$ cat config.mk
export PLATFORM = sky130hd
export DESIGN_NAME = hap_regs
export DESIGN_NICKNAME = d
export VERILOG_FILES = /design/src/include/hap_pkg.sv /design/src/rtl/hap_sync.sv /design/src/rtl/hap_regs.sv
export VERILOG_INCLUDE_DIRS = /design/src /design/src/include
export SDC_FILE = /design/constraint.sdc
export NUM_CORES = 1
export LEC_CHECK = 0
export ABC_AREA = 1
export BUFFER_PORTS_ARGS = -buffer_cell sky130_fd_sc_hd__buf_2
export CAP_MARGIN = 20
export CORE_UTILIZATION = 51
export DETAILED_ROUTE_END_ITERATION = 10
export PLACE_DENSITY_LB_ADDON = 0.12
export SLEW_MARGIN = 20
export SYNTH_ARGS = -nofsm -noshare
export SYNTH_HDL_FRONTEND = slang
export SYNTH_SLANG_ARGS = --single-unit
$ cat constraint.sdc
create_clock -name ref_clk_i -period 4 [get_ports ref_clk_i]
set_input_delay 0.4 -clock ref_clk_i [delete_from_list [all_inputs] [get_ports ref_clk_i]]
set_output_delay 0.4 -clock ref_clk_i [all_outputs]
set_load 0.02 [all_outputs]
$ cat src/include/hap_defs.svh
// Constants of the haptic interrupt and drive configuration register bank.
// Assumes a 20 MHz device clock and a serial host on the two-wire pins.
`ifndef HAP_DEFS_SVH
`define HAP_DEFS_SVH

// Register offsets
`define HAP_OFS_EVENT     8'h03
`define HAP_OFS_STATUS    8'h06
`define HAP_OFS_MASK      8'h07
`define HAP_OFS_HOST_CTRL 8'h08
`define HAP_OFS_PER_HI    8'h0A
`define HAP_OFS_PER_LO    8'h0B
`define HAP_OFS_V_NOM     8'h0C
`define HAP_OFS_V_CEIL    8'h0D

// Reset values
`define HAP_RST_MASK      8'h00
`define HAP_RST_EVENT     8'h00
`define HAP_RST_HOST_CTRL 8'h40
`define HAP_RST_PER_HI    8'h21
`define HAP_RST_PER_LO    7'h4F
`define HAP_RST_V_NOM     8'h5A
`define HAP_RST_V_CEIL    8'h78

// Field positions
`define HAP_BIT_WR_MODE   7
`define HAP_BIT_TO_EN     6
`define HAP_BIT_OC        7
`define HAP_BIT_ACT       6
`define HAP_BIT_WARN      5
`define HAP_BIT_SEQ_FAULT 4
`define HAP_BIT_HOT       3
`define HAP_BIT_SEQ_DONE  2
`define HAP_BIT_UVLO      1
`define HAP_BIT_SEQ_CONT  0
`define HAP_PER_LO_W      7
`define HAP_PER_HI_SCALE  128

// Physical units of the settings
`define HAP_PER_UNIT_PS   1333320
`define HAP_V_STEP_UV     23400

// Timing
`define HAP_CLK_KHZ       20000
`define HAP_TO_MS         35
`define HAP_TO_CYC        (`HAP_TO_MS * `HAP_CLK_KHZ)

`endif

$ cat src/include/hap_pkg.sv
// Types shared by the haptic register bank and its users.
// Assumes hap_defs.svh for the numeric constants.
package hap_pkg;

   typedef enum logic [2:0] {
      HAP_IDLE,
      HAP_RX,
      HAP_ACK,
      HAP_TX,
      HAP_TXACK
   } hap_link_e;

   typedef enum logic [1:0] {
      HAP_ROLE_DEV,
      HAP_ROLE_REG,
      HAP_ROLE_DATA
   } hap_role_e;

   typedef struct packed {
      logic [14:0] res_period;
      logic [7:0]  v_nom;
      logic [7:0]  v_ceil;
   } hap_drive_cfg_s;

endpackage

$ cat src/rtl/hap_sync.sv
// Two-stage synchroniser for asynchronous single-bit inputs.
// Assumes the inputs are levels that stay stable over several clock periods.
`timescale 1ns/1ps
module hap_sync #(
   parameter int W = 2
) (
   input  wire logic         ref_clk_i,
   input  wire logic         rst_i,
   input  wire logic [W-1:0] async_i,
   output logic      [W-1:0] sync_o
);

   logic [W-1:0] meta_ff;
   logic [W-1:0] sync_ff;

   genvar g;
   generate
      for (g = 0; g < W; g++)
      begin : g_bit
         always_ff @(posedge ref_clk_i or posedge rst_i)
         begin
            if (rst_i)
            begin
               meta_ff[g] <= 1'b1;
               sync_ff[g] <= 1'b1;
            end
            else
            begin
               meta_ff[g] <= async_i[g];
               sync_ff[g] <= meta_ff[g];
            end
         end
      end
   endgenerate

   assign sync_o = sync_ff;

endmodule

$ cat src/rtl/hap_regs.sv
// Haptic interrupt and drive configuration registers behind a two-wire serial target.
// Assumes event pulses and live status come from logic on ref_clk_i; the pins
// are asynchronous and the pad combines sda_oe_o with an external pull-up.
`timescale 1ns/1ps
`include "hap_defs.svh"
module hap_regs #(
   parameter logic [6:0] DEV_ADDR    = 7'h4A,        // Arbitrary target address
   parameter int         TIMEOUT_CYC = `HAP_TO_CYC
) (
   input  wire logic                    ref_clk_i,
   input  wire logic                    rst_i,
   input  wire logic                    scl_i,
   input  wire logic                    sda_i,
   output logic                         sda_o,
   output logic                         sda_oe_o,
   input  wire logic [7:0]              event_set_i,
   input  wire logic [7:0]              status_live_i,
   output logic                         irq_o,
   output hap_pkg::hap_drive_cfg_s      drive_cfg_o
);

   import hap_pkg::*;

   localparam int         TW       = $clog2(TIMEOUT_CYC + 1);
   localparam logic [7:0] CTRL_RST = `HAP_RST_HOST_CTRL;

   ////////////////////////////////////////////////////////////////////////////
   // Pin sampling

   logic [1:0] pin_sync;
   logic       scl_s;
   logic       sda_s;
   logic       scl_q_ff;
   logic       sda_q_ff;
   logic       scl_rise;
   logic       scl_fall;
   logic       start_det;
   logic       stop_det;

   hap_sync #(
      .W         (2)
   ) u_sync (
      .ref_clk_i (ref_clk_i),
      .rst_i     (rst_i),
      .async_i   ({scl_i, sda_i}),
      .sync_o    (pin_sync)
   );

   assign scl_s     = pin_sync[1];
   assign sda_s     = pin_sync[0];
   assign scl_rise  = scl_s & ~scl_q_ff;
   assign scl_fall  = ~scl_s & scl_q_ff;
   assign start_det = scl_s & scl_q_ff & sda_q_ff & ~sda_s;
   assign stop_det  = scl_s & scl_q_ff & ~sda_q_ff & sda_s;

   always_ff @(posedge ref_clk_i or posedge rst_i)
   begin
      if (rst_i)
      begin
         scl_q_ff <= 1'b1;
         sda_q_ff <= 1'b1;
      end
      else
      begin
         scl_q_ff <= scl_s;
         sda_q_ff <= sda_s;
      end
   end

   ////////////////////////////////////////////////////////////////////////////
   // Register storage declarations

   logic [7:0] mask_ff;
   logic [7:0] event_ff;
   logic       wr_mode_ff;
   logic       to_en_ff;
   logic [7:0] per_hi_ff;
   logic [6:0] per_lo_ff;
   logic [7:0] v_nom_ff;
   logic [7:0] v_ceil_ff;
   logic [7:0] status_ff;
   logic       irq_ff;

   ////////////////////////////////////////////////////////////////////////////
   // Serial target

   hap_link_e  state_ff;
   hap_link_e  nxt_state;
   hap_role_e  role_ff;
   hap_role_e  nxt_role;
   logic [3:0] cnt_ff;
   logic [3:0] nxt_cnt;
   logic [7:0] sh_ff;
   logic [7:0] nxt_sh;
   logic [7:0] ptr_ff;
   logic [7:0] nxt_ptr;
   logic       rw_ff;
   logic       nxt_rw;
   logic       oe_ff;
   logic       nxt_oe;
   logic [TW-1:0] to_ff;
   logic [TW-1:0] nxt_to;
   logic       wr_stb;
   logic [7:0] wr_data;
   logic [7:0] rd_val;

   always_comb
   begin
      case (ptr_ff)
         `HAP_OFS_EVENT:     rd_val = event_ff;
         `HAP_OFS_STATUS:    rd_val = status_ff;
         `HAP_OFS_MASK:      rd_val = mask_ff;
         `HAP_OFS_HOST_CTRL: rd_val = {wr_mode_ff, to_en_ff, 6'h00};
         `HAP_OFS_PER_HI:    rd_val = per_hi_ff;
         `HAP_OFS_PER_LO:    rd_val = {1'b0, per_lo_ff};
         `HAP_OFS_V_NOM:     rd_val = v_nom_ff;
         `HAP_OFS_V_CEIL:    rd_val = v_ceil_ff;
         default:            rd_val = 8'h00;
      endcase
   end

   always_comb
   begin
      nxt_state = state_ff;
      nxt_role  = role_ff;
      nxt_cnt   = cnt_ff;
      nxt_sh    = sh_ff;
      nxt_ptr   = ptr_ff;
      nxt_rw    = rw_ff;
      nxt_oe    = oe_ff;
      nxt_to    = '0;
      wr_stb    = 1'b0;
      wr_data   = sh_ff;
      // Timeout only runs inside a transfer; an idle bus never trips it
      if (state_ff != HAP_IDLE && to_en_ff && !scl_fall)
      begin
         nxt_to = to_ff + 1'b1;
      end
      case (state_ff)
         HAP_IDLE:
         begin
            nxt_oe = 1'b0;
         end
         HAP_RX:
         begin
            if (scl_rise)
            begin
               nxt_sh  = {sh_ff[6:0], sda_s};
               nxt_cnt = cnt_ff + 4'h1;
            end
            else if (scl_fall && cnt_ff == 4'h8)
            begin
               nxt_cnt   = 4'h0;
               nxt_state = HAP_ACK;
               nxt_oe    = 1'b1;
               case (role_ff)
                  HAP_ROLE_DEV:
                  begin
                     nxt_rw = sh_ff[0];
                     if (sh_ff[7:1] != DEV_ADDR)
                     begin
                        nxt_state = HAP_IDLE;
                        nxt_oe    = 1'b0;
                     end
                  end
                  HAP_ROLE_REG:
                  begin
                     nxt_ptr = sh_ff;
                  end
                  default:
                  begin
                     wr_stb  = 1'b1;
                     nxt_ptr = ptr_ff + 8'h01;
                  end
               endcase
            end
         end
         HAP_ACK:
         begin
            if (scl_fall)
            begin
               if (role_ff == HAP_ROLE_DEV && rw_ff)
               begin
                  nxt_sh    = rd_val;
                  nxt_ptr   = ptr_ff + 8'h01;
                  nxt_oe    = ~rd_val[7];
                  nxt_state = HAP_TX;
               end
               else
               begin
                  nxt_oe    = 1'b0;
                  nxt_state = HAP_RX;
                  if (role_ff == HAP_ROLE_DEV)
                  begin
                     nxt_role = HAP_ROLE_REG;
                  end
                  else if (role_ff == HAP_ROLE_DATA && wr_mode_ff)
                  begin
                     nxt_role = HAP_ROLE_REG;
                  end
                  else
                  begin
                     nxt_role = HAP_ROLE_DATA;
                  end
               end
            end
         end
         HAP_TX:
         begin
            if (scl_rise)
            begin
               nxt_cnt = cnt_ff + 4'h1;
            end
            else if (scl_fall)
            begin
               if (cnt_ff == 4'h8)
               begin
                  nxt_cnt   = 4'h0;
                  nxt_oe    = 1'b0;
                  nxt_state = HAP_TXACK;
               end
               else
               begin
                  nxt_sh = {sh_ff[6:0], 1'b0};
                  nxt_oe = ~sh_ff[6];
               end
            end
         end
         HAP_TXACK:
         begin
            // Host acknowledge keeps the read going; no-acknowledge ends it
            if (scl_rise && sda_s)
            begin
               nxt_state = HAP_IDLE;
            end
            else if (scl_fall)
            begin
               nxt_sh    = rd_val;
               nxt_ptr   = ptr_ff + 8'h01;
               nxt_oe    = ~rd_val[7];
               nxt_state = HAP_TX;
            end
         end
         default:
         begin
            nxt_state = HAP_IDLE;
            nxt_oe    = 1'b0;
         end
      endcase
      if (start_det)
      begin
         nxt_state = HAP_RX;
         nxt_role  = HAP_ROLE_DEV;
         nxt_cnt   = 4'h0;
         nxt_oe    = 1'b0;
         nxt_to    = '0;
      end
      else if (stop_det || (to_en_ff && to_ff >= TW'(TIMEOUT_CYC)))
      begin
         nxt_state = HAP_IDLE;
         nxt_cnt   = 4'h0;
         nxt_oe    = 1'b0;
         nxt_to    = '0;
      end
   end

   always_ff @(posedge ref_clk_i or posedge rst_i)
   begin
      if (rst_i)
      begin
         state_ff <= HAP_IDLE;
         role_ff  <= HAP_ROLE_DEV;
         cnt_ff   <= 4'h0;
         sh_ff    <= 8'h00;
         ptr_ff   <= 8'h00;
         rw_ff    <= 1'b0;
         oe_ff    <= 1'b0;
         to_ff    <= '0;
      end
      else
      begin
         state_ff <= nxt_state;
         role_ff  <= nxt_role;
         cnt_ff   <= nxt_cnt;
         sh_ff    <= nxt_sh;
         ptr_ff   <= nxt_ptr;
         rw_ff    <= nxt_rw;
         oe_ff    <= nxt_oe;
         to_ff    <= nxt_to;
      end
   end

   ////////////////////////////////////////////////////////////////////////////
   // Register bank

   logic [7:0] nxt_mask;
   logic [7:0] nxt_event;
   logic       nxt_wr_mode;
   logic       nxt_to_en;
   logic [7:0] nxt_per_hi;
   logic [6:0] nxt_per_lo;
   logic [7:0] nxt_v_nom;
   logic [7:0] nxt_v_ceil;
   logic [7:0] w1c;

   always_comb
   begin
      nxt_mask    = mask_ff;
      nxt_wr_mode = wr_mode_ff;
      nxt_to_en   = to_en_ff;
      nxt_per_hi  = per_hi_ff;
      nxt_per_lo  = per_lo_ff;
      nxt_v_nom   = v_nom_ff;
      nxt_v_ceil  = v_ceil_ff;
      w1c         = 8'h00;
      if (wr_stb)
      begin
         case (ptr_ff)
            `HAP_OFS_EVENT:     w1c = wr_data;
            `HAP_OFS_MASK:      nxt_mask = wr_data;
            `HAP_OFS_HOST_CTRL:
            begin
               nxt_wr_mode = wr_data[`HAP_BIT_WR_MODE];
               nxt_to_en   = wr_data[`HAP_BIT_TO_EN];
            end
            `HAP_OFS_PER_HI:    nxt_per_hi = wr_data;
            `HAP_OFS_PER_LO:    nxt_per_lo = wr_data[`HAP_PER_LO_W-1:0];
            `HAP_OFS_V_NOM:     nxt_v_nom = wr_data;
            `HAP_OFS_V_CEIL:    nxt_v_ceil = wr_data;
            default:            w1c = 8'h00;
         endcase
      end
      // A new event in the clearing cycle survives the clear
      nxt_event = (event_ff & ~w1c) | event_set_i;
   end

   always_ff @(posedge ref_clk_i or posedge rst_i)
   begin
      if (rst_i)
      begin
         mask_ff    <= `HAP_RST_MASK;
         event_ff   <= `HAP_RST_EVENT;
         wr_mode_ff <= CTRL_RST[`HAP_BIT_WR_MODE];
         to_en_ff   <= CTRL_RST[`HAP_BIT_TO_EN];
         per_hi_ff  <= `HAP_RST_PER_HI;
         per_lo_ff  <= `HAP_RST_PER_LO;
         v_nom_ff   <= `HAP_RST_V_NOM;
         v_ceil_ff  <= `HAP_RST_V_CEIL;
         status_ff  <= 8'h00;
         irq_ff     <= 1'b0;
      end
      else
      begin
         mask_ff    <= nxt_mask;
         event_ff   <= nxt_event;
         wr_mode_ff <= nxt_wr_mode;
         to_en_ff   <= nxt_to_en;
         per_hi_ff  <= nxt_per_hi;
         per_lo_ff  <= nxt_per_lo;
         v_nom_ff   <= nxt_v_nom;
         v_ceil_ff  <= nxt_v_ceil;
         status_ff  <= status_live_i;
         irq_ff     <= |(event_ff & ~mask_ff);
      end
   end

   ////////////////////////////////////////////////////////////////////////////
   // Outputs

   // Open drain: the pad only ever pulls low, the pull-up makes the one
   logic sda_lvl_ff;

   always_ff @(posedge ref_clk_i or posedge rst_i)
   begin
      if (rst_i)
      begin
         sda_lvl_ff <= 1'b0;
      end
      else
      begin
         sda_lvl_ff <= 1'b0;
      end
   end

   assign sda_o    = sda_lvl_ff;
   assign sda_oe_o = oe_ff;
   assign irq_o    = irq_ff;
   // Period counts in 1333.32 ns steps: hi * 128 + lo
   assign drive_cfg_o.res_period = {per_hi_ff, per_lo_ff};
   assign drive_cfg_o.v_nom      = v_nom_ff;
   assign drive_cfg_o.v_ceil     = v_ceil_ff;

endmodule

==> run summary <==
number of nets still failing antenna checks after routing: 0
number of buffers inserted to repair setup after CTS: 0
number of instances resized during post-cts repair: 0
Fin Clk Skew: 8.86 ps
cell area after synthesis: 5800 µm²
number of iterations in the first detailed-routing pass: 5
clock net sink count: 111
Slew headroom: 40.2%
number of hold buffers added after CTS: 0
area of the placeable core: 11000 µm²
endpoint kind of the worst setup timing path: register
number of failing hold endpoints at the final stage: 0
Post-synth ARST share: 100%
portion of the post-synthesis area used by sequential elements: 48.3%
Leak: 3.16 nW
clk buf depth: 2
largest cells by area after synthesis: dfrtp_1, nand2_1, dfstp_2
clock tree from TritonCTS: yes
global-route wire length before repair: 23000 µm
most frequent cell after synthesis: nand2_1
vias per cell: 5.41
endpoint required time on the critical path: 4240 ps
final-layout setup total negative slack: 0 ps
total routed wirelength: 13800 µm
number of max-slew violations in the final report: 0
# Max-Cap Violations: 0
number of filler instances in the final layout: 974
number of synthesized flops with an enable pin: 0
worst-margin pin slew: 897 ps
final standard cell area without fillers: 6470 µm²
worst hold endpoint: u_sync.meta_ff[0]
post-route fraction of the period consumed by the critical path: 56.2%
global-route usage over all layers: 25.6%
Min Clock Period, post-route: 2250 ps
number of flip-flops and latches in the synthesized netlist: 111
final HPWL from detailed placement: 10100 µm
Worst R2R Start: ptr_ff[0]
number of port buffers: 52
largest net degree at the start of global routing: 72
cell count of the worst hold path: 1
Starting Density: 52.8%
drt wl/cell: 15.2 µm
endpoint arrival time on the critical path: 2490 ps
share of cells above drive strength 1: 16.7%
Die X-Extent: 109 µm
highest fanout seen on the critical path: 10
status: completed
synthesized instance count: 713
most numerous cell types in the synthesized netlist: nand2_1, dfrtp_1, inv_1
post-synth top area share: 38.4%
Yosys Warn Count: 0
startpoint of the most critical hold path: sda_i
DR vias: 4936
Final Power: 0.00252 W
via count of the first global-routing pass: 4591
initial antenna violation count: 0
fmax: 445 MHz
FF-to-FF setup slack: 1750 ps
Remaining DRCs: 0
type of the most critical hold path: in2reg
standard-cell rows: 38
clock slew at reported path FFs: 70 ps
routability-driven placement congestion ratio: 0.883
standard cell area after detailed placement: 6170 µm²
classification of the worst setup path: reg2reg
peak supply drop: 0.337 mV
Clock H-tree levels: 3
number of buffers added by the clock tree synthesis step: 9
setup violators final: 0
critical register-to-register path endpoint: sda_oe_o
P per Cell Area: 389 nW/µm²
setup repair after global routing missed its margin: no
worst-skew pair later-pin latency: 360 ps
height of the chip: 109 µm
n_diodes: 0
predominant post-synthesis flop cell: dfrtp_1
top cell type by total area after synthesis: dfrtp_1
aggregate global routing overflow: 0
worst r2r path cells: 11
overall die area: 11800 µm²
syn_area_per_cell: 8.14 µm²
number of distinct standard cells referenced by the synthesized netlist: 46
# IOs: 54
Startpoint Class: register
synth-to-layout area growth: 11.6%
clk root buf: clkbuf_16
drt initial violations: 443
# nets final: 798
Net Count, Synth: 744
## worst max-delay path: stages, from the launching register on
cell	delay, ps
dfrtp_1	420
inv_1	130
ha_1	160
inv_1	70
nor3_2	730
nand2_1	120
nand2_1	150
nor2_1	90
nand3_1	90
a21oi_1	70
nand2_1	60
nand2_1	40
## power by group
part           total [W]  switching (W)  internal, W
Sequential       0.00125      0.0000650      0.00119
Combinational   0.000334       0.000255    0.0000787
Clock           0.000936       0.000424     0.000512
Total            0.00252       0.000745      0.00178
## cells in the final DEF (no fill, tap or decap), types with 4 or more instances in the layout
cell and n:
nor2_1 75, o21ai_1 32, clkbuf_16 9, o21ai_2 9
dfrtp_1 89, buf_2 52, nand2_4 5, a22oi_1 6
dfstp_2 22, a21oi_1 35, nor3_1 15, nand4_1 12
o21ai_0 35, nand3_1 35, xor2_1 4, inv_1 81
o21bai_1 6, nand2_1 180, o211ai_1 6, ha_1 11
nor3_2 4
## through the flow
stage,std cells,worst slack (ps),hold WS (ps),utilization [%]
after floorplan,713,706,345,-
after global placement,896,1810,345,56.2
after detailed placement,896,1740,347,56.2
after CTS,912,1730,123,59.0
after global routing,912,1500,118,59.0
final,912,1750,136,59.0
## metal layers
metal / GRT usage [%] / share of wire, % / vias up
met5: 0 / 0 / -
li1: - / - / 2439
met4: 5.98 / 1.3 / 0
met1: 38.0 / 48 / 2354
met3: 5.38 / 5.1 / 15
met2: 38.3 / 46 / 128
## flip-flops by register name, indices dropped and copies added (netlist names), 3 cells and up
register,flops
sh_ff,8
status_ff,8
v_nom_ff,8
to_ff,20
v_ceil_ff,8
per_hi_ff,8
state_ff,3
per_lo_ff,7
mask_ff,8
event_ff,8
ptr_ff,8
cnt_ff,4
## final cells by class
cell class                      count  area, µm²  area share, %
Clock buffer                       11        243           3.75
Clock inverter                      5       63.8          0.986
Inverter                           86        327           5.04
Multi-Input combinational cell    505       2590           39.9
Sequential cell                   111       2810           43.3
Tap cell                          140        175           2.71
Timing Repair Buffer               54        275           4.25
## kinds of logic (layout without fill, tap and decap cells)
logic type                 Yosys count  count (layout)  synth area share [%]
xor gates and xnor gates             6               6                 0.905
AOI/OAI and AO/OA                  142             142                  14.4
adders and majority gates           11              11                  2.37
buffers and inverters               97             156                  7.11
and+or+nand+nor                    344             344                  26.6
muxes                                1               1                 0.194
DFF                                111             111                  48.3
other                                1               1                0.0646
## worst max-delay path by stage
stage / startpoint / end / slack, ps / cells past startpoint
global placement: scl_q_ff / event_ff[4] / 1810 / 8
CTS: scl_q_ff / per_hi_ff[7] / 1730 / 8
floorplan: rst_i / cnt_ff[0] / 710 / 1
finish: ptr_ff[0] / sda_oe_o / 1750 / 11
detailed placement: scl_q_ff / per_hi_ff[7] / 1740 / 8
global route: cnt_ff[0] / event_ff[4] / 1500 / 9
Power figures use the tool's default switching activity.
